--- config.mk ---
export PLATFORM = sky130hd
export DESIGN_NAME = line_output_mixer_regs
export DESIGN_NICKNAME = d
export VERILOG_FILES = /design/src/rtl/line_output_mixer_pkg.sv /design/src/rtl/line_output_mixer_regs.sv /design/src/rtl/route_gain_reg.sv
export SDC_FILE = /design/constraint.sdc
export NUM_CORES = 1
export LEC_CHECK = 0
export BUFFER_PORTS_ARGS = -buffer_cell sky130_fd_sc_hd__buf_2
export CORE_ASPECT_RATIO = 1.1
export CORE_UTILIZATION = 45
export CTS_BUF_LIST = sky130_fd_sc_hd__clkbuf_4
export CTS_CLUSTER_SIZE = 8
export DETAILED_ROUTE_END_ITERATION = 16
export HOLD_SLACK_MARGIN = 0.05
export MAX_ROUTING_LAYER = met4
export PLACE_DENSITY = 0.69
export SYNTH_ARGS = -nofsm -noshare
export SYNTH_HDL_FRONTEND = slang
export SYNTH_SLANG_ARGS = --single-unit
export TNS_END_PERCENT = 30
--- constraint.sdc ---
create_clock -name clk -period 1.7 [get_ports clk]
set_input_delay 0.34 -clock clk [delete_from_list [all_inputs] [get_ports clk]]
set_output_delay 0.34 -clock clk [all_outputs]
set_load 0.02 [all_outputs]
--- src/rtl/line_output_mixer_pkg.sv ---
// Purpose: Shared constants for the line output mixer register bank
// Assumes: 8-bit register addresses and 8-bit register data
// Notes:   Offsets are byte addresses on the codec control port
package line_output_mixer_pkg;

  // Register port geometry
  localparam int ADDR_W = 8;
  localparam int DATA_W = 8;
  localparam int CODE_W = 7;
  localparam int LEVEL_W = 4;

  // Source counts for each driver
  localparam int MONO_SRC_COUNT = 6;
  localparam int LEFT_SRC_COUNT = 5;
  localparam int ROUTE_COUNT = MONO_SRC_COUNT + LEFT_SRC_COUNT;

  // Register offsets
  localparam logic [ADDR_W-1:0] MONO_ROUTE_LINE_IN_LEFT      = 8'h49;
  localparam logic [ADDR_W-1:0] MONO_ROUTE_AMP_LEFT          = 8'h4A;
  localparam logic [ADDR_W-1:0] MONO_ROUTE_DAC_LEFT          = 8'h4B;
  localparam logic [ADDR_W-1:0] MONO_ROUTE_LINE_IN_RIGHT     = 8'h4C;
  localparam logic [ADDR_W-1:0] MONO_ROUTE_AMP_RIGHT         = 8'h4D;
  localparam logic [ADDR_W-1:0] MONO_ROUTE_DAC_RIGHT         = 8'h4E;
  localparam logic [ADDR_W-1:0] MONO_OUTPUT_LEVEL_CTRL       = 8'h4F;
  localparam logic [ADDR_W-1:0] LEFT_OUT_ROUTE_LINE_IN_LEFT  = 8'h50;
  localparam logic [ADDR_W-1:0] LEFT_OUT_ROUTE_AMP_LEFT      = 8'h51;
  localparam logic [ADDR_W-1:0] LEFT_OUT_ROUTE_DAC_LEFT      = 8'h52;
  localparam logic [ADDR_W-1:0] LEFT_OUT_ROUTE_LINE_IN_RIGHT = 8'h53;
  localparam logic [ADDR_W-1:0] LEFT_OUT_ROUTE_AMP_RIGHT     = 8'h54;

  // Route register fields
  localparam int ROUTE_EN_BIT = 7;
  localparam int CODE_MSB = 6;
  localparam int CODE_LSB = 0;
  localparam logic             ROUTE_EN_RESET = 1'b0;
  localparam logic [CODE_W-1:0] CODE_RESET    = 7'h00;

  // Mono output level register fields
  localparam int LEVEL_MSB = 7;
  localparam int LEVEL_LSB = 4;
  localparam int UNMUTE_BIT = 3;
  localparam int RESERVED_BIT = 2;
  localparam int PENDING_BIT = 1;
  localparam int POWERED_BIT = 0;
  localparam logic [LEVEL_W-1:0] LEVEL_RESET = 4'h0;
  localparam logic [LEVEL_W-1:0] LEVEL_MAX   = 4'h9;
  localparam logic               UNMUTE_RESET = 1'b0;
  localparam logic               PENDING_RESET = 1'b1;
  localparam logic               POWERED_RESET = 1'b0;
  localparam logic               RESERVED_VALUE = 1'b0;

  // Read answer for unmapped offsets
  localparam logic [DATA_W-1:0] UNMAPPED_READ = 8'h00;

endpackage : line_output_mixer_pkg

--- src/rtl/line_output_mixer_regs.sv ---
// Purpose: Control registers for the mono and left line output mixers
// Assumes: Control port strobes are single-cycle and synchronous to clk
// Notes:   Read data is registered and valid one cycle after the read strobe
`timescale 1ns/10ps
`default_nettype none

// Notes on behaviour
// - Mono route bit 7 enables source, resets 0
// - Mono route bits 6..0 hold attenuation, reset 0
// - Mono level nibble 0..9 dB, higher codes forbidden
// - Mono bit 3 mute control, 0 mutes
// - Mono bit 1 gain pending, reset 1
// - Mono bit 0 driver powered, reset 0
// - Left route bit 7 enables source, resets 0
// - Left route bits 6..0 hold attenuation, reset 0
module line_output_mixer_regs #(
  parameter int MONO_SOURCES = line_output_mixer_pkg::MONO_SRC_COUNT,
  parameter int LEFT_SOURCES = line_output_mixer_pkg::LEFT_SRC_COUNT
) (
  // Clock and reset
  input  wire logic                                                  clk,
  input  wire logic                                                  rst_n,
  // Register access port
  input  wire logic                                                  reg_write,
  input  wire logic                                                  reg_read,
  input  wire logic [line_output_mixer_pkg::ADDR_W-1:0]              reg_addr,
  input  wire logic [line_output_mixer_pkg::DATA_W-1:0]              reg_wdata,
  output var  logic [line_output_mixer_pkg::DATA_W-1:0]              reg_rdata,
  output var  logic                                                  reg_rvalid,
  output var  logic                                                  reg_fault,
  // Status from the mono driver control
  input  wire logic                                                  mono_gain_pending_in,
  input  wire logic                                                  mono_powered_in,
  // Mono line output mixer controls
  output logic      [MONO_SOURCES-1:0]                               mono_route_en,
  output logic      [MONO_SOURCES*line_output_mixer_pkg::CODE_W-1:0] mono_route_code,
  output var  logic [line_output_mixer_pkg::LEVEL_W-1:0]             mono_level,
  output var  logic                                                  mono_unmute,
  // Left line output mixer controls
  output logic      [LEFT_SOURCES-1:0]                               left_route_en,
  output logic      [LEFT_SOURCES*line_output_mixer_pkg::CODE_W-1:0] left_route_code
);

  localparam int ROUTES = MONO_SOURCES + LEFT_SOURCES;
  localparam int CW = line_output_mixer_pkg::CODE_W;

  // Offsets of every route register, mono sources first
  localparam logic [line_output_mixer_pkg::ADDR_W-1:0] ROUTE_ADDR [ROUTES] = '{
    line_output_mixer_pkg::MONO_ROUTE_LINE_IN_LEFT,
    line_output_mixer_pkg::MONO_ROUTE_AMP_LEFT,
    line_output_mixer_pkg::MONO_ROUTE_DAC_LEFT,
    line_output_mixer_pkg::MONO_ROUTE_LINE_IN_RIGHT,
    line_output_mixer_pkg::MONO_ROUTE_AMP_RIGHT,
    line_output_mixer_pkg::MONO_ROUTE_DAC_RIGHT,
    line_output_mixer_pkg::LEFT_OUT_ROUTE_LINE_IN_LEFT,
    line_output_mixer_pkg::LEFT_OUT_ROUTE_AMP_LEFT,
    line_output_mixer_pkg::LEFT_OUT_ROUTE_DAC_LEFT,
    line_output_mixer_pkg::LEFT_OUT_ROUTE_LINE_IN_RIGHT,
    line_output_mixer_pkg::LEFT_OUT_ROUTE_AMP_RIGHT
  };

  // Decoded strobes and held route fields
  logic [ROUTES-1:0]    route_hit;
  logic [ROUTES-1:0]    route_en_all;
  logic [ROUTES*CW-1:0] route_code_all;
  logic                 level_hit;
  logic                 addr_mapped;
  logic                 level_code_ok;

  // Mono status, sampled from the analog driver control
  logic                 gain_pending;
  logic                 powered;

  // Read path
  logic [line_output_mixer_pkg::DATA_W-1:0] next_rdata;
  logic [line_output_mixer_pkg::DATA_W-1:0] level_readback;
  logic                                     next_fault;

  // Address decode
  always_comb begin
    route_hit = '0;
    for (int i = 0; i < ROUTES; i++) begin
      route_hit[i] = (reg_addr == ROUTE_ADDR[i]);
    end
  end

  assign level_hit   = (reg_addr == line_output_mixer_pkg::MONO_OUTPUT_LEVEL_CTRL);
  assign addr_mapped = level_hit || (|route_hit);

  // Reserved level codes are refused so the analog stage never sees them
  assign level_code_ok =
    (reg_wdata[line_output_mixer_pkg::LEVEL_MSB:line_output_mixer_pkg::LEVEL_LSB]
     <= line_output_mixer_pkg::LEVEL_MAX);

  // Route registers, one instance per source and driver
  // Named instances so each register can be found by its offset name in a netlist
  // Mono line output sources
  route_gain_reg mono_route_line_in_left_inst (
    .clk        (clk),
    .rst_n      (rst_n),
    .write_en   (reg_write && route_hit[0]),
    .write_data (reg_wdata),
    .route_en   (route_en_all[0]),
    .atten_code (route_code_all[0*CW +: CW])
  );

  route_gain_reg mono_route_amp_left_inst (
    .clk        (clk),
    .rst_n      (rst_n),
    .write_en   (reg_write && route_hit[1]),
    .write_data (reg_wdata),
    .route_en   (route_en_all[1]),
    .atten_code (route_code_all[1*CW +: CW])
  );

  route_gain_reg mono_route_dac_left_inst (
    .clk        (clk),
    .rst_n      (rst_n),
    .write_en   (reg_write && route_hit[2]),
    .write_data (reg_wdata),
    .route_en   (route_en_all[2]),
    .atten_code (route_code_all[2*CW +: CW])
  );

  route_gain_reg mono_route_line_in_right_inst (
    .clk        (clk),
    .rst_n      (rst_n),
    .write_en   (reg_write && route_hit[3]),
    .write_data (reg_wdata),
    .route_en   (route_en_all[3]),
    .atten_code (route_code_all[3*CW +: CW])
  );

  route_gain_reg mono_route_amp_right_inst (
    .clk        (clk),
    .rst_n      (rst_n),
    .write_en   (reg_write && route_hit[4]),
    .write_data (reg_wdata),
    .route_en   (route_en_all[4]),
    .atten_code (route_code_all[4*CW +: CW])
  );

  route_gain_reg mono_route_dac_right_inst (
    .clk        (clk),
    .rst_n      (rst_n),
    .write_en   (reg_write && route_hit[5]),
    .write_data (reg_wdata),
    .route_en   (route_en_all[5]),
    .atten_code (route_code_all[5*CW +: CW])
  );

  // Left line output sources
  route_gain_reg left_out_route_line_in_left_inst (
    .clk        (clk),
    .rst_n      (rst_n),
    .write_en   (reg_write && route_hit[6]),
    .write_data (reg_wdata),
    .route_en   (route_en_all[6]),
    .atten_code (route_code_all[6*CW +: CW])
  );

  route_gain_reg left_out_route_amp_left_inst (
    .clk        (clk),
    .rst_n      (rst_n),
    .write_en   (reg_write && route_hit[7]),
    .write_data (reg_wdata),
    .route_en   (route_en_all[7]),
    .atten_code (route_code_all[7*CW +: CW])
  );

  route_gain_reg left_out_route_dac_left_inst (
    .clk        (clk),
    .rst_n      (rst_n),
    .write_en   (reg_write && route_hit[8]),
    .write_data (reg_wdata),
    .route_en   (route_en_all[8]),
    .atten_code (route_code_all[8*CW +: CW])
  );

  route_gain_reg left_out_route_line_in_right_inst (
    .clk        (clk),
    .rst_n      (rst_n),
    .write_en   (reg_write && route_hit[9]),
    .write_data (reg_wdata),
    .route_en   (route_en_all[9]),
    .atten_code (route_code_all[9*CW +: CW])
  );

  route_gain_reg left_out_route_amp_right_inst (
    .clk        (clk),
    .rst_n      (rst_n),
    .write_en   (reg_write && route_hit[10]),
    .write_data (reg_wdata),
    .route_en   (route_en_all[10]),
    .atten_code (route_code_all[10*CW +: CW])
  );

  // Mono driver controls
  assign mono_route_en   = route_en_all[MONO_SOURCES-1:0];
  assign mono_route_code = route_code_all[MONO_SOURCES*CW-1:0];

  // Left driver controls
  assign left_route_en   = route_en_all[ROUTES-1:MONO_SOURCES];
  assign left_route_code = route_code_all[ROUTES*CW-1:MONO_SOURCES*CW];

  // Mono output level; a refused code leaves the previous level in force
  always_ff @(posedge clk or negedge rst_n) begin
    if (!rst_n) begin
      mono_level <= line_output_mixer_pkg::LEVEL_RESET;
    end else if (reg_write && level_hit && level_code_ok) begin
      mono_level <= reg_wdata[line_output_mixer_pkg::LEVEL_MSB:line_output_mixer_pkg::LEVEL_LSB];
    end
  end

  // Mute is independent of the level check so software can always silence the output
  always_ff @(posedge clk or negedge rst_n) begin
    if (!rst_n) begin
      mono_unmute <= line_output_mixer_pkg::UNMUTE_RESET;
    end else if (reg_write && level_hit) begin
      mono_unmute <= reg_wdata[line_output_mixer_pkg::UNMUTE_BIT];
    end
  end

  // Pending reads 1 out of reset until the driver control reports otherwise
  always_ff @(posedge clk or negedge rst_n) begin
    if (!rst_n) begin
      gain_pending <= line_output_mixer_pkg::PENDING_RESET;
    end else begin
      gain_pending <= mono_gain_pending_in;
    end
  end

  always_ff @(posedge clk or negedge rst_n) begin
    if (!rst_n) begin
      powered <= line_output_mixer_pkg::POWERED_RESET;
    end else begin
      powered <= mono_powered_in;
    end
  end

  // Level register as software sees it
  always_comb begin
    level_readback = '0;
    level_readback[line_output_mixer_pkg::LEVEL_MSB:line_output_mixer_pkg::LEVEL_LSB] = mono_level;
    level_readback[line_output_mixer_pkg::UNMUTE_BIT]   = mono_unmute;
    level_readback[line_output_mixer_pkg::RESERVED_BIT] = line_output_mixer_pkg::RESERVED_VALUE;
    level_readback[line_output_mixer_pkg::PENDING_BIT]  = gain_pending;
    level_readback[line_output_mixer_pkg::POWERED_BIT]  = powered;
  end

  // Read multiplexer
  always_comb begin
    next_rdata = line_output_mixer_pkg::UNMAPPED_READ;
    if (level_hit) begin
      next_rdata = level_readback;
    end else begin
      for (int i = 0; i < ROUTES; i++) begin
        if (route_hit[i]) begin
          next_rdata = {route_en_all[i], route_code_all[i*CW +: CW]};
        end
      end
    end
  end

  // Fault flags an unmapped access or a refused level code
  always_comb begin
    next_fault = 1'b0;
    if ((reg_write || reg_read) && !addr_mapped) begin
      next_fault = 1'b1;
    end else if (reg_write && level_hit && !level_code_ok) begin
      next_fault = 1'b1;
    end
  end

  // Read data holds until the next read
  always_ff @(posedge clk or negedge rst_n) begin
    if (!rst_n) begin
      reg_rdata <= line_output_mixer_pkg::UNMAPPED_READ;
    end else if (reg_read) begin
      reg_rdata <= next_rdata;
    end
  end

  always_ff @(posedge clk or negedge rst_n) begin
    if (!rst_n) begin
      reg_rvalid <= 1'b0;
    end else begin
      reg_rvalid <= reg_read;
    end
  end

  always_ff @(posedge clk or negedge rst_n) begin
    if (!rst_n) begin
      reg_fault <= 1'b0;
    end else begin
      reg_fault <= next_fault;
    end
  end

endmodule : line_output_mixer_regs

`default_nettype wire

--- src/rtl/route_gain_reg.sv ---
// Purpose: One source-to-output route register: enable bit and attenuation code
// Assumes: Write strobe already decoded for this register's offset
// Notes:   Code is stored as written; the gain table lives on the analog side
`timescale 1ns/10ps
`default_nettype none

module route_gain_reg (
  // Clock and reset
  input  wire logic                                     clk,
  input  wire logic                                     rst_n,
  // Write side
  input  wire logic                                     write_en,
  input  wire logic [line_output_mixer_pkg::DATA_W-1:0] write_data,
  // Held fields
  output var  logic                                     route_en,
  output var  logic [line_output_mixer_pkg::CODE_W-1:0] atten_code
);

  always_ff @(posedge clk or negedge rst_n) begin
    if (!rst_n) begin
      route_en <= line_output_mixer_pkg::ROUTE_EN_RESET;
    end else if (write_en) begin
      route_en <= write_data[line_output_mixer_pkg::ROUTE_EN_BIT];
    end
  end

  always_ff @(posedge clk or negedge rst_n) begin
    if (!rst_n) begin
      atten_code <= line_output_mixer_pkg::CODE_RESET;
    end else if (write_en) begin
      atten_code <= write_data[line_output_mixer_pkg::CODE_MSB:line_output_mixer_pkg::CODE_LSB];
    end
  end

endmodule : route_gain_reg

`default_nettype wire
==> impl_metrics.py, run 1 <==
metrics = {
    "status": {
        "run_status": "finished, final reports clean",
    },
    "clocking": {
        "cts-root-to-sink-buffers": 2,
        "cts-root-buf": "sky130_fd_sc_hd__clkbuf_4",
        "post-cts-setup-buffers": 0,
        "insertion_delay_of_the_later_clocked_pin_in_the_worst_skew_pair_ps": 470,
        "cts_made_buffers": 9,
        "tritoncts": "built",
        "clock_tree.htree_level_count": 3,
        "clock_pin_slew_of_the_registers_on_the_worst_case_setup_and_hold_paths_ps": 150,
        "numClockSinks": 105,
    },
    "pwr": {
        "combinationalPowerShare_pct": 18.0,
        "net_switching_power_w": 0.001480,
        "largest_voltage_drop_on_the_vdd_net_uv": 421.6,
        "leakage_nw": 3.474,
        "share_seq_of_total_power_pct": 55.5,
        "p_int_w": 0.003443,
        "p_sw_share_pct": 30.07,
        "power_density_mw_per_mm2": 739.1,
        "clock_power_share_pct": 26.5,
    },
    "timing": {
        "finalMaxSlewViolations": 0,
        "clock.fmax_ghz": 0.6132,
        "final-hold-violation-count": 0,
        "min_period_ps": 1631,
        "worst_slew_pin_slew_ps": 586.0,
        "holdWs_ps": 198.0,
        "aggregate_negative_setup_slack_ps": 0,
        "grt_setup_unrepaired": "no",
        "clock-skew-final_ps": 13.30,
        "max_slew_margin_pct": 60.94,
        "setup_violations": 0,
        "timing.final.crit_share_pct": 95.92,
    },
    "setup_path": {
        "crit_path_max_incr_delay_ps": 420,
        "critical_path_arrival_ps": 2010,
        "critical_path_class": "primary input to flip-flop",
        "required_ps": 2080,
        "timing.critical_path.from_type": "primary input",
        "cpMaxStageDelayCell": "sky130_fd_sc_hd__or3b_4",
        "chain_of_cells_forming_the_critical_path": "buf_2, or3b_4, or2_0, nor4_4, buf_4, mux2_2",
        "cp_max_fo": 8,
        "end_kind": "flip-flop",
    },
    "global_routing": {
        "grt_max_degree": 106,
        "number_of_global_route_vias_before_repair": 4326,
        "global_route_wire_length_before_repair_um": 23630,
        "grt_overflow_total": 0,
        "number_of_antenna_violations_at_the_first_check_in_global_routing": 0,
        "gr-usage-all-layers_pct": 26.55,
    },
    "min_path": {
        "worstHoldPathType": "primary input to flip-flop",
    },
    "synth": {
        "synthesis.nets": 474,
        "portion_of_synthesized_cell_area_occupied_by_the_leading_cell_type_pct": 49.44,
        "netlist_top_cells_count": "sky130_fd_sc_hd__dfrtp_1 (104), sky130_fd_sc_hd__mux2_2 (93), sky130_fd_sc_hd__nor2_1 (31)",
        "synth_most_common_cell": "sky130_fd_sc_hd__dfrtp_1",
        "synth.cell_area_mm2": 0.005264,
        "synth_edf_count": 0,
        "synth_largest_area_cell": "sky130_fd_sc_hd__dfrtp_1",
        "yosys.cell_types.count": 53,
        "gate_count_post_synth": 452,
        "synth_top_cells_by_area": "sky130_fd_sc_hd__dfrtp_1 (49%), sky130_fd_sc_hd__mux2_2 (20%), sky130_fd_sc_hd__o21ai_0 (2.7%)",
        "synth.avg_cell_area_um2": 11.65,
        "ys_seq_elements": 105,
        "share_of_synthesized_area_occupied_by_flip_flops_and_latches_pct": 49.94,
        "ys_dominant_reg_cell": "sky130_fd_sc_hd__dfrtp_1",
        "yosys_warnings": 0,
        "ys_async_sr_fraction_pct": 100.0,
    },
    "finish": {
        "area_growth_syn_to_layout_pct": 26.53,
        "nets": 639,
        "layout-drive-gt1-share_pct": 51.93,
    },
    "floorplan": {
        "initial_core_utilization_pct": 46.01,
        "die_h_um": 115.4,
        "floorplan.rows": 41,
        "num_io_pins": 125,
        "die_area_mm2": 0.01213,
        "core_box_area_mm2": 0.01144,
        "fp.dieW_um": 105.1,
    },
    "route": {
        "detail-route-antenna-nets": 0,
        "maxUsedRoutingLayer": "met4",
        "wl_met3_um": 766,
        "first_iter_violations": 204,
        "remaining_drc_errors": 0,
        "route.final.wire_length_um": 15200,
        "dr_wl_met2_um": 7504,
        "routed_wire_length_per_instance_um": 19.66,
        "vias": 4328,
        "m1WireLength_um": 6576,
        "detail_route.first_pass.iterations": 5,
        "detail_route.vias_per_cell": 5.599,
    },
    "placement": {
        "place_congestion": 0.8968,
        "port_buffers": 124,
        "dpl_hpwl_um": 11430,
    },
    "job": {
        "max-cap-violations": 0,
    },
}
==> path summary, 6_finish.rpt <==
path	startpoint	endpoint	slack [ps]	depth (start not counted)
max reg2reg	mono_route_line_in_left_inst.atten_code[5]$_DFFE_PN0P_	reg_rdata[5]$_DFFE_PN0P_	90	5
min	reg_read	reg_rvalid$_DFF_PN0_	200	2
min in group asynchronous	rst_n	mono_route_amp_left_inst.route_en$_DFFE_PN0P_	430	3
max	reg_addr[7]	mono_route_dac_left_inst.atten_code[5]$_DFFE_PN0P_	70	6
min reg2reg	left_out_route_line_in_left_inst.atten_code[3]$_DFFE_PN0P_	left_out_route_line_in_left_inst.atten_code[3]$_DFFE_PN0P_	550	1
max in group asynchronous	rst_n	left_out_route_amp_left_inst.atten_code[1]$_DFFE_PN0P_	800	3
==> power groups by stage <==
| stage | registers [W] | logic, W | clock network, W |
|---|---|---|---|
| detailed placement | 0.00278 | 0.000880 | 0 |
| finish | 0.00273 | 0.000888 | 0.00130 |
| global placement | 0.00277 | 0.000862 | 0 |
| CTS | 0.00273 | 0.000888 | 0.00133 |
| global route | 0.00275 | 0.000957 | 0.00142 |
| floorplan | 0.00289 | 0.000376 | 0 |
==> metal layers <==
layer  GRT usage [%]  vias to the layer above
met4           8.920                        0
met2           43.36                      169
met5               -                        -
met3           4.049                       28
met1           34.15                     2162
li1                -                     1969
==> worst max-delay path, delay by kind of cell <==
kind	cells	cell delay [ps]
simple gates	3	1010
mux	1	350
buf+inv	2	310
==> area by class of cell <==
class                           instances  area (um^2)
Clock buffer                           10        75.07
Fill cell                             988         4780
Multi-Input combinational cell        296         2401
Inverter                                8        30.03
Tap cell                              150        187.7
Antenna cell                            1        2.502
Clock inverter                          6        68.82
Timing Repair Buffer                  197         1266
Sequential cell                       105         2629
==> cell families (layout without fill, tap and decap cells) <==
logic type      Yosys count  count (layout)  share of synthesized area (%)
other cells               0               1                              0
compound gates           93              93                          11.79
mux                     103             103                          21.84
flops                   105             105                          49.94
simple gates            100             100                          11.29
buf+inv                  51             221                          5.134
==> flip-flops by register name, summed over array words and instances, names as in the netlist, 4 cells and up <==
name,cells
mono_route_amp_left_inst.atten_code,7
left_out_route_amp_right_inst.atten_code,7
mono_level,4
left_out_route_dac_left_inst.atten_code,7
reg_rdata,8
left_out_route_line_in_left_inst.atten_code,7
mono_route_line_in_left_inst.atten_code,7
mono_route_amp_right_inst.atten_code,7
left_out_route_amp_left_inst.atten_code,7
mono_route_dac_left_inst.atten_code,7
mono_route_line_in_right_inst.atten_code,7
left_out_route_line_in_right_inst.atten_code,7
mono_route_dac_right_inst.atten_code,7
==> metrics by stage <==
stage          total power (W)  instance area (um^2)  util (%)  setup WS [ps]  std cells
2_1_floorplan         0.003262                  5304         -         -323.0        452
3_3_place_gp          0.003636                  6479     56.63         -442.2        753
3_5_place_dp          0.003658                  6479     56.63         -496.1        753
4_1_cts               0.004953                  6653     58.15          33.77        772
5_1_grt               0.005118                  6658     58.20          8.375        772
6_report              0.004923                  6660     58.22          69.33        773
==> placed cells by master, fill, tap and decap left out, drive strengths merged, types with 4 or more instances in the layout <==
cell	n
o21ai	28
a221oi	12
a21oi	12
dfrtp	104
clkinvlp	4
mux2i	8
mux2	95
buf	194
o22ai	7
nor2	35
clkbuf	10
o211ai	6
nor3	12
inv	6
nand2	14
nand2b	11
nor2b	8
a211oi	4
nand3	8
==> timing repair <==
item	in CTS	in global routing
hold endpoints to repair	106	0
setup endpoints to repair	0	1
hold buffers	3	0
gates resized for setup	0	1
(Power assumes the default switching activity.)
==> run 2: changes to the inputs <==
--- a/config.mk
+++ b/config.mk
@@ -5,6 +5,7 @@
 export SDC_FILE = /design/constraint.sdc
 export NUM_CORES = 1
 export LEC_CHECK = 0
+export ABC_AREA = 1
 export BUFFER_PORTS_ARGS = -buffer_cell sky130_fd_sc_hd__buf_2
 export CORE_ASPECT_RATIO = 1.1
 export CORE_UTILIZATION = 45
==> impl_metrics.py, run 2 <==
metrics = {
    "status": {
        "run_status": "finished, final reports clean",
    },
    "clocking": {
        "numClockSinks": 105,
        "tritoncts": "built",
        "clock_pin_slew_of_the_registers_on_the_worst_case_setup_and_hold_paths_ps": 150,
        "post_cts.resized_instances": 0,
        "cts-root-to-sink-buffers": 2,
        "cts_made_buffers": 9,
        "cts-root-buf": "sky130_fd_sc_hd__clkbuf_4",
        "insertion_delay_of_the_later_clocked_pin_in_the_worst_skew_pair_ps": 490,
        "clock_tree.htree_level_count": 3,
    },
    "timing": {
        "worst_slew_pin_slew_ps": 532.1,
        "aggregate_negative_setup_slack_ps": 0,
        "grt_setup_unrepaired": "no",
        "timing.final.crit_share_pct": 86.13,
        "setup_violations": 0,
        "max_slew_margin_pct": 64.49,
        "min_period_ps": 1464,
        "final_worst_setup_slack_ps": 235.7,
        "clock.fmax_ghz": 0.6829,
        "finalMaxSlewViolations": 0,
        "final-hold-violation-count": 0,
        "clock-skew-final_ps": 15.00,
        "holdWs_ps": 81.12,
    },
    "global_routing": {
        "grt_util_met3_pct": 5.003,
        "number_of_global_route_vias_before_repair": 4351,
        "global_route_hottest_layer": "met2",
        "gr-usage-all-layers_pct": 28.28,
        "grt_max_degree": 44,
        "gr_met1_demand_resource_pct": 39.44,
        "grt_overflow_total": 0,
        "global_route_wire_length_before_repair_um": 23540,
        "number_of_antenna_violations_at_the_first_check_in_global_routing": 0,
        "global_route.usage.met2_pct": 40.67,
    },
    "setup_path": {
        "family_of_cells_with_the_greatest_summed_delay_on_the_critical_path": "flip-flops",
        "critical_path_arrival_ps": 1120,
        "timing.critical_path.from_type": "flip-flop",
        "cpMaxStageDelayCell": "sky130_fd_sc_hd__dfrtp_1",
        "end_kind": "output pin",
        "cp.buffers_inverters": 1,
        "required_ps": 1360,
        "worst_setup_path_startpoint": "left_out_route_line_in_right_inst.atten_code[0]$_DFFE_PN0P_",
        "chain_of_cells_forming_the_critical_path": "buf_2",
        "crit_path_max_incr_delay_ps": 450,
        "cp_max_fo": 3,
        "critical_path.reg2reg.startpoint": "mono_route_dac_left_inst.atten_code[0]$_DFFE_PN0P_",
        "critical_path_class": "flip-flop to output pin",
    },
    "job": {
        "max-cap-violations": 0,
    },
    "finish": {
        "nets": 808,
        "final_core_utilization_pct": 57.11,
        "most_common_cell_after_layout_fill_and_taps_aside": "sky130_fd_sc_hd__nand2_1",
        "antenna_cells": 0,
        "layout-drive-gt1-share_pct": 27.43,
        "most-common-layout-cells": "sky130_fd_sc_hd__nand2_1 (196), sky130_fd_sc_hd__buf_2 (123), sky130_fd_sc_hd__dfrtp_1 (104)",
        "area_growth_syn_to_layout_pct": 23.36,
        "largest-register": "reg_rdata",
        "flip_flop_count_of_the_largest_register_all_copies_and_words_added": 8,
    },
    "synth": {
        "synth_most_common_cell": "sky130_fd_sc_hd__nand2_1",
        "yosys.cell_types.count": 28,
        "ys_async_sr_fraction_pct": 100.0,
        "yosys_warnings": 0,
        "synth_edf_count": 0,
        "portion_of_synthesized_cell_area_occupied_by_the_leading_cell_type_pct": 51.52,
        "synth_largest_area_cell": "sky130_fd_sc_hd__dfrtp_1",
        "share_of_synthesized_area_occupied_by_flip_flops_and_latches_pct": 52.04,
        "synth.avg_cell_area_um2": 7.892,
        "netlist_top_cells_count": "sky130_fd_sc_hd__nand2_1 (196), sky130_fd_sc_hd__dfrtp_1 (104), sky130_fd_sc_hd__o21ai_0 (88)",
        "ys_seq_elements": 105,
        "synthesis.nets": 662,
        "synth.cell_area_mm2": 0.005051,
        "synth_top_cells_by_area": "sky130_fd_sc_hd__dfrtp_1 (52%), sky130_fd_sc_hd__nand2_1 (15%), sky130_fd_sc_hd__o21ai_0 (8.7%)",
        "gate_count_post_synth": 640,
        "ys_dominant_reg_cell": "sky130_fd_sc_hd__dfrtp_1",
    },
    "pwr": {
        "largest_voltage_drop_on_the_vdd_net_uv": 368.1,
        "power_density_mw_per_mm2": 775.1,
        "leakage_nw": 3.340,
    },
    "floorplan": {
        "initial_core_utilization_pct": 46.30,
        "fp.dieW_um": 103.0,
        "die_h_um": 113.1,
        "floorplan.rows": 40,
        "core_box_area_mm2": 0.01091,
        "die_area_mm2": 0.01165,
        "num_io_pins": 125,
    },
    "route": {
        "detail-route-antenna-nets": 0,
        "routed_wire_length_per_instance_um": 15.91,
        "route.final.wire_length_um": 14920,
        "first_iter_violations": 290,
        "vias": 4734,
        "detail_route.first_pass.iterations": 5,
        "remaining_drc_errors": 0,
        "detail_route.vias_per_cell": 5.047,
    },
    "min_path": {
        "hold_path_startpoint": "reg_wdata[5]",
        "worstHoldPathType": "primary input to flip-flop",
    },
    "placement": {
        "place_congestion": 0.9515,
        "pre_cts_ws_ps": -187.0,
        "port_buffers": 124,
        "dpl_hpwl_um": 11110,
    },
}
-- run 2: cell count changes in the layout (fill, tap and decap cells not counted), sizes merged, moves of 22 or more --
cell	previous run	this run
nand3	8	30
nand2	14	204
buf	194	166
mux2	95	0
o21ai	28	107
nor2	35	60
inv	6	65
-- run 2: layout make-up --
cell class                      count  area (um^2)
Fill cell                        1042         4679
Sequential cell                   105         2629
Multi-Input combinational cell    434         1978
Timing Repair Buffer              171         1039
Inverter                           65        244.0
Tap cell                          147        183.9
Clock inverter                      6        82.58
Clock buffer                       10        75.07
-- run 2: what timing repair did --
action,CTS,global route
hold buffers,5,0
hold endpoints to repair,28,0
endpoints found under the setup margin,0,0
setup buffers,0,0
-- run 2: worst paths after layout --
kind,to,slack [ps],cells past startpoint
worst max-delay path,left_route_code[21],240,1
worst min-delay path,mono_level[1]$_DFFE_PN0P_,80,3
worst max register to register,reg_rdata[0]$_DFFE_PN0P_,310,10
worst min register to register,reg_rdata[3]$_DFFE_PN0P_,520,2
max in group asynchronous,left_out_route_line_in_left_inst.atten_code[3]$_DFFE_PN0P_,860,3
min in group asynchronous,powered$_DFF_PN0_,290,2
-- run 2: power breakdown --
| group | internal, W | total [W] | switching [W] |
|---|---|---|---|
| Clock | 0.000603 | 0.00143 | 0.000829 |
| Combinational | 0.000220 | 0.000669 | 0.000449 |
| Sequential | 0.00262 | 0.00273 | 0.000108 |
-- run 2: metrics by stage --
stage	total power, W	std cells	cell area, um^2
after detailed placement	0.003438	917	6023
after CTS	0.004851	938	6231
final	0.004830	938	6231
after global routing	0.005036	938	6231
after floorplan	0.003101	640	5051
after global placement	0.003426	917	6023
-- run 2: cells by family (layout without fill, tap and decap cells) --
family                 count (synthesis)  count (layout)  synth area share (%)
and+or+nand+nor                      318             318                 27.59
DFF                                  105             105                 52.04
buffers and inverters                101             252                 8.794
AOI/OAI and AO/OA                    116             116                 11.57
-- run 2: metal layers --
layer / part of all wire [%] / wire [um] / vias to the layer above
li1: - / - / 2307
met1: 46 / 6840 / 2197
met2: 44 / 6610 / 198
met3: 6.6 / 980 / 32
met4: 3.3 / 491 / 0
met5: 0 / 0 / -
-- run 2: worst min-delay path, cell delays in order --
cell,delay (ps)
sky130_fd_sc_hd__buf_2,90
sky130_fd_sc_hd__nand2_1,40
sky130_fd_sc_hd__o21ai_0,60
==> run 3: changes to the inputs <==
--- a/config.mk
+++ b/config.mk
@@ -15,6 +15,7 @@
 export HOLD_SLACK_MARGIN = 0.05
 export MAX_ROUTING_LAYER = met4
 export PLACE_DENSITY = 0.69
+export REMOVE_ABC_BUFFERS = 1
 export SYNTH_ARGS = -nofsm -noshare
 export SYNTH_HDL_FRONTEND = slang
 export SYNTH_SLANG_ARGS = --single-unit
==> impl_metrics.py, run 3 (same netlist as run 2, synthesis figures left out) <==
metrics = {
    "clocking": {
        "cts-root-to-sink-buffers": 2,
        "clock_pin_slew_of_the_registers_on_the_worst_case_setup_and_hold_paths_ps": 160,
        "numClockSinks": 105,
        "clock_tree.htree_level_count": 3,
        "insertion_delay_of_the_later_clocked_pin_in_the_worst_skew_pair_ps": 460,
        "cts_made_buffers": 9,
        "cts-root-buf": "sky130_fd_sc_hd__clkbuf_4",
        "post-cts-setup-buffers": 0,
        "tritoncts": "built",
    },
    "pwr": {
        "largest_voltage_drop_on_the_vdd_net_uv": 352.8,
        "leakage_nw": 3.353,
        "power_density_mw_per_mm2": 765.5,
    },
    "global_routing": {
        "grt_overflow_total": 0,
        "number_of_antenna_violations_at_the_first_check_in_global_routing": 0,
        "global_route_wire_length_before_repair_um": 22940,
        "grt_max_degree": 47,
        "gr-usage-all-layers_pct": 26.81,
        "number_of_global_route_vias_before_repair": 4497,
    },
    "status": {
        "run_status": "finished, final reports clean",
    },
    "floorplan": {
        "initial_core_utilization_pct": 46.30,
        "floorplan.rows": 40,
        "core_box_area_mm2": 0.01091,
        "die_h_um": 113.1,
        "fp.dieW_um": 103.0,
        "num_io_pins": 125,
        "die_area_mm2": 0.01165,
    },
    "setup_path": {
        "critical_path_arrival_ps": 1900,
        "worst_setup_path_startpoint": "reg_addr[7]",
        "rrSetupSlack_ps": 240,
        "end_kind": "flip-flop",
        "required_ps": 2070,
        "timing.critical_path.from_type": "primary input",
        "critical_path.reg2reg.startpoint": "mono_route_amp_left_inst.atten_code[6]$_DFFE_PN0P_",
        "cp_max_fo": 6,
        "critical_path_class": "primary input to flip-flop",
    },
    "finish": {
        "largest-register": "reg_rdata",
        "area_growth_syn_to_layout_pct": 23.85,
        "most-common-layout-cells": "sky130_fd_sc_hd__nand2_1 (196), sky130_fd_sc_hd__buf_2 (123), sky130_fd_sc_hd__dfrtp_1 (104)",
        "flip_flop_count_of_the_largest_register_all_copies_and_words_added": 8,
        "finish.cell_count_without_fillers": 936,
        "most_common_cell_after_layout_fill_and_taps_aside": "sky130_fd_sc_hd__nand2_1",
        "final.fill_count": 1065,
        "nets": 805,
        "layout-drive-gt1-share_pct": 27.41,
    },
    "timing": {
        "min_period_ps": 1524,
        "aggregate_negative_setup_slack_ps": 0,
        "max_slew_margin_pct": 68.77,
        "clock.fmax_ghz": 0.6562,
        "final-hold-violation-count": 0,
        "finalMaxSlewViolations": 0,
        "grt_setup_unrepaired": "no",
        "clock-skew-final_ps": 11.35,
        "worst_slew_pin_slew_ps": 467.9,
        "timing.final.crit_share_pct": 89.65,
        "setup_violations": 0,
    },
    "min_path": {
        "hold_path_startpoint": "reg_wdata[5]",
        "worstHoldPathType": "primary input to flip-flop",
    },
    "route": {
        "remaining_drc_errors": 0,
        "first_iter_violations": 278,
        "routed_wire_length_per_instance_um": 15.39,
        "detail-route-antenna-nets": 0,
        "vias": 4729,
        "route.final.wire_length_um": 14410,
        "detail_route.first_pass.iterations": 5,
        "detail_route.vias_per_cell": 5.052,
    },
    "placement": {
        "post_place_cells": 916,
        "port_buffers": 124,
        "place_congestion": 0.9852,
        "dpl_hpwl_um": 10880,
    },
    "job": {
        "max-cap-violations": 0,
    },
}
run 3: cell count changes in the layout (fill, tap and decap cells not counted), sizes merged:
| cell | change |
|---|---|
| clkinvlp | -1 |
| diode | +1 |
| clkbuf | -1 |
| dlygate4sd3 | -2 |
| buf | -1 |
| clkinv | +2 |
run 3: repair_timing:
action,4_1_cts,5_1_grt
gates resized for setup,0,1
hold buffers,3,0
endpoints found under the hold margin,107,0
endpoints found under the setup margin,0,1
run 3: area by class of cell:
class | instances | area [um^2] | share of cell area, %
clock buffer | 9 | 67.56 | 1.080
antenna | 1 | 2.502 | 0.04000
tap | 147 | 183.9 | 2.940
inverter | 65 | 244.0 | 3.900
multi-input combinational | 434 | 1983 | 31.70
timing repair buffer | 168 | 1061 | 16.96
sequential | 105 | 2629 | 42.02
clock inverter | 7 | 85.08 | 1.360
run 3: path summary, 6_finish.rpt:
path                                                                          end  cells after the start
min                                                     mono_level[1]$_DFFE_PN0P_                      3
min reg2reg                                              reg_rdata[2]$_DFFE_PN0P_                      2
max reg2reg                                              reg_rdata[6]$_DFFE_PN0P_                     10
min in group asynchronous  left_out_route_dac_left_inst.atten_code[3]$_DFFE_PN0P_                      2
max in group asynchronous     mono_route_dac_right_inst.atten_code[4]$_DFFE_PN0P_                      3
max                                                      reg_rdata[3]$_DFFE_PN0P_                     13
run 3: through the flow:
stage	hold WS, ps	total power (W)	utilization [%]	setup slack (ps)	instance area (um^2)
detailed placement	227.5	0.003428	55.60	-358.7	6066
CTS	72.40	0.004813	57.27	152.0	6248
floorplan	44.41	0.003068	-	-468.3	4851
global placement	220.5	0.003413	55.60	-332.6	6066
global route	95.21	0.004969	57.32	26.24	6254
finish	93.58	0.004789	57.34	176.0	6256
run 3: routing by layer:
metal | vias to the layer above | global-route usage (%) | routed length [um]
li1 | 2310 | - | -
met1 | 2196 | 37.62 | 6568
met2 | 189 | 39.87 | 6610
met3 | 34 | 2.409 | 765
met4 | 0 | 11.36 | 463
met5 | - | - | 0
run 3: critical path: stages:
cell,delay [ps]
sky130_fd_sc_hd__buf_2,100
sky130_fd_sc_hd__buf_4,130
sky130_fd_sc_hd__nor2_4,170
sky130_fd_sc_hd__nand3_2,140
sky130_fd_sc_hd__nor2_4,160
sky130_fd_sc_hd__inv_2,80
sky130_fd_sc_hd__nor2_8,110
sky130_fd_sc_hd__inv_2,70
sky130_fd_sc_hd__or2_0,200
sky130_fd_sc_hd__nand2_1,120
sky130_fd_sc_hd__nand4_1,100
sky130_fd_sc_hd__nor2_1,120
sky130_fd_sc_hd__nor2_1,50
run 3: power breakdown:
group	switching (W)	total [W]	internal [W]
Clock	0.000822	0.00141	0.000583
Combinational	0.000439	0.000654	0.000215
Sequential	0.000109	0.00273	0.00262
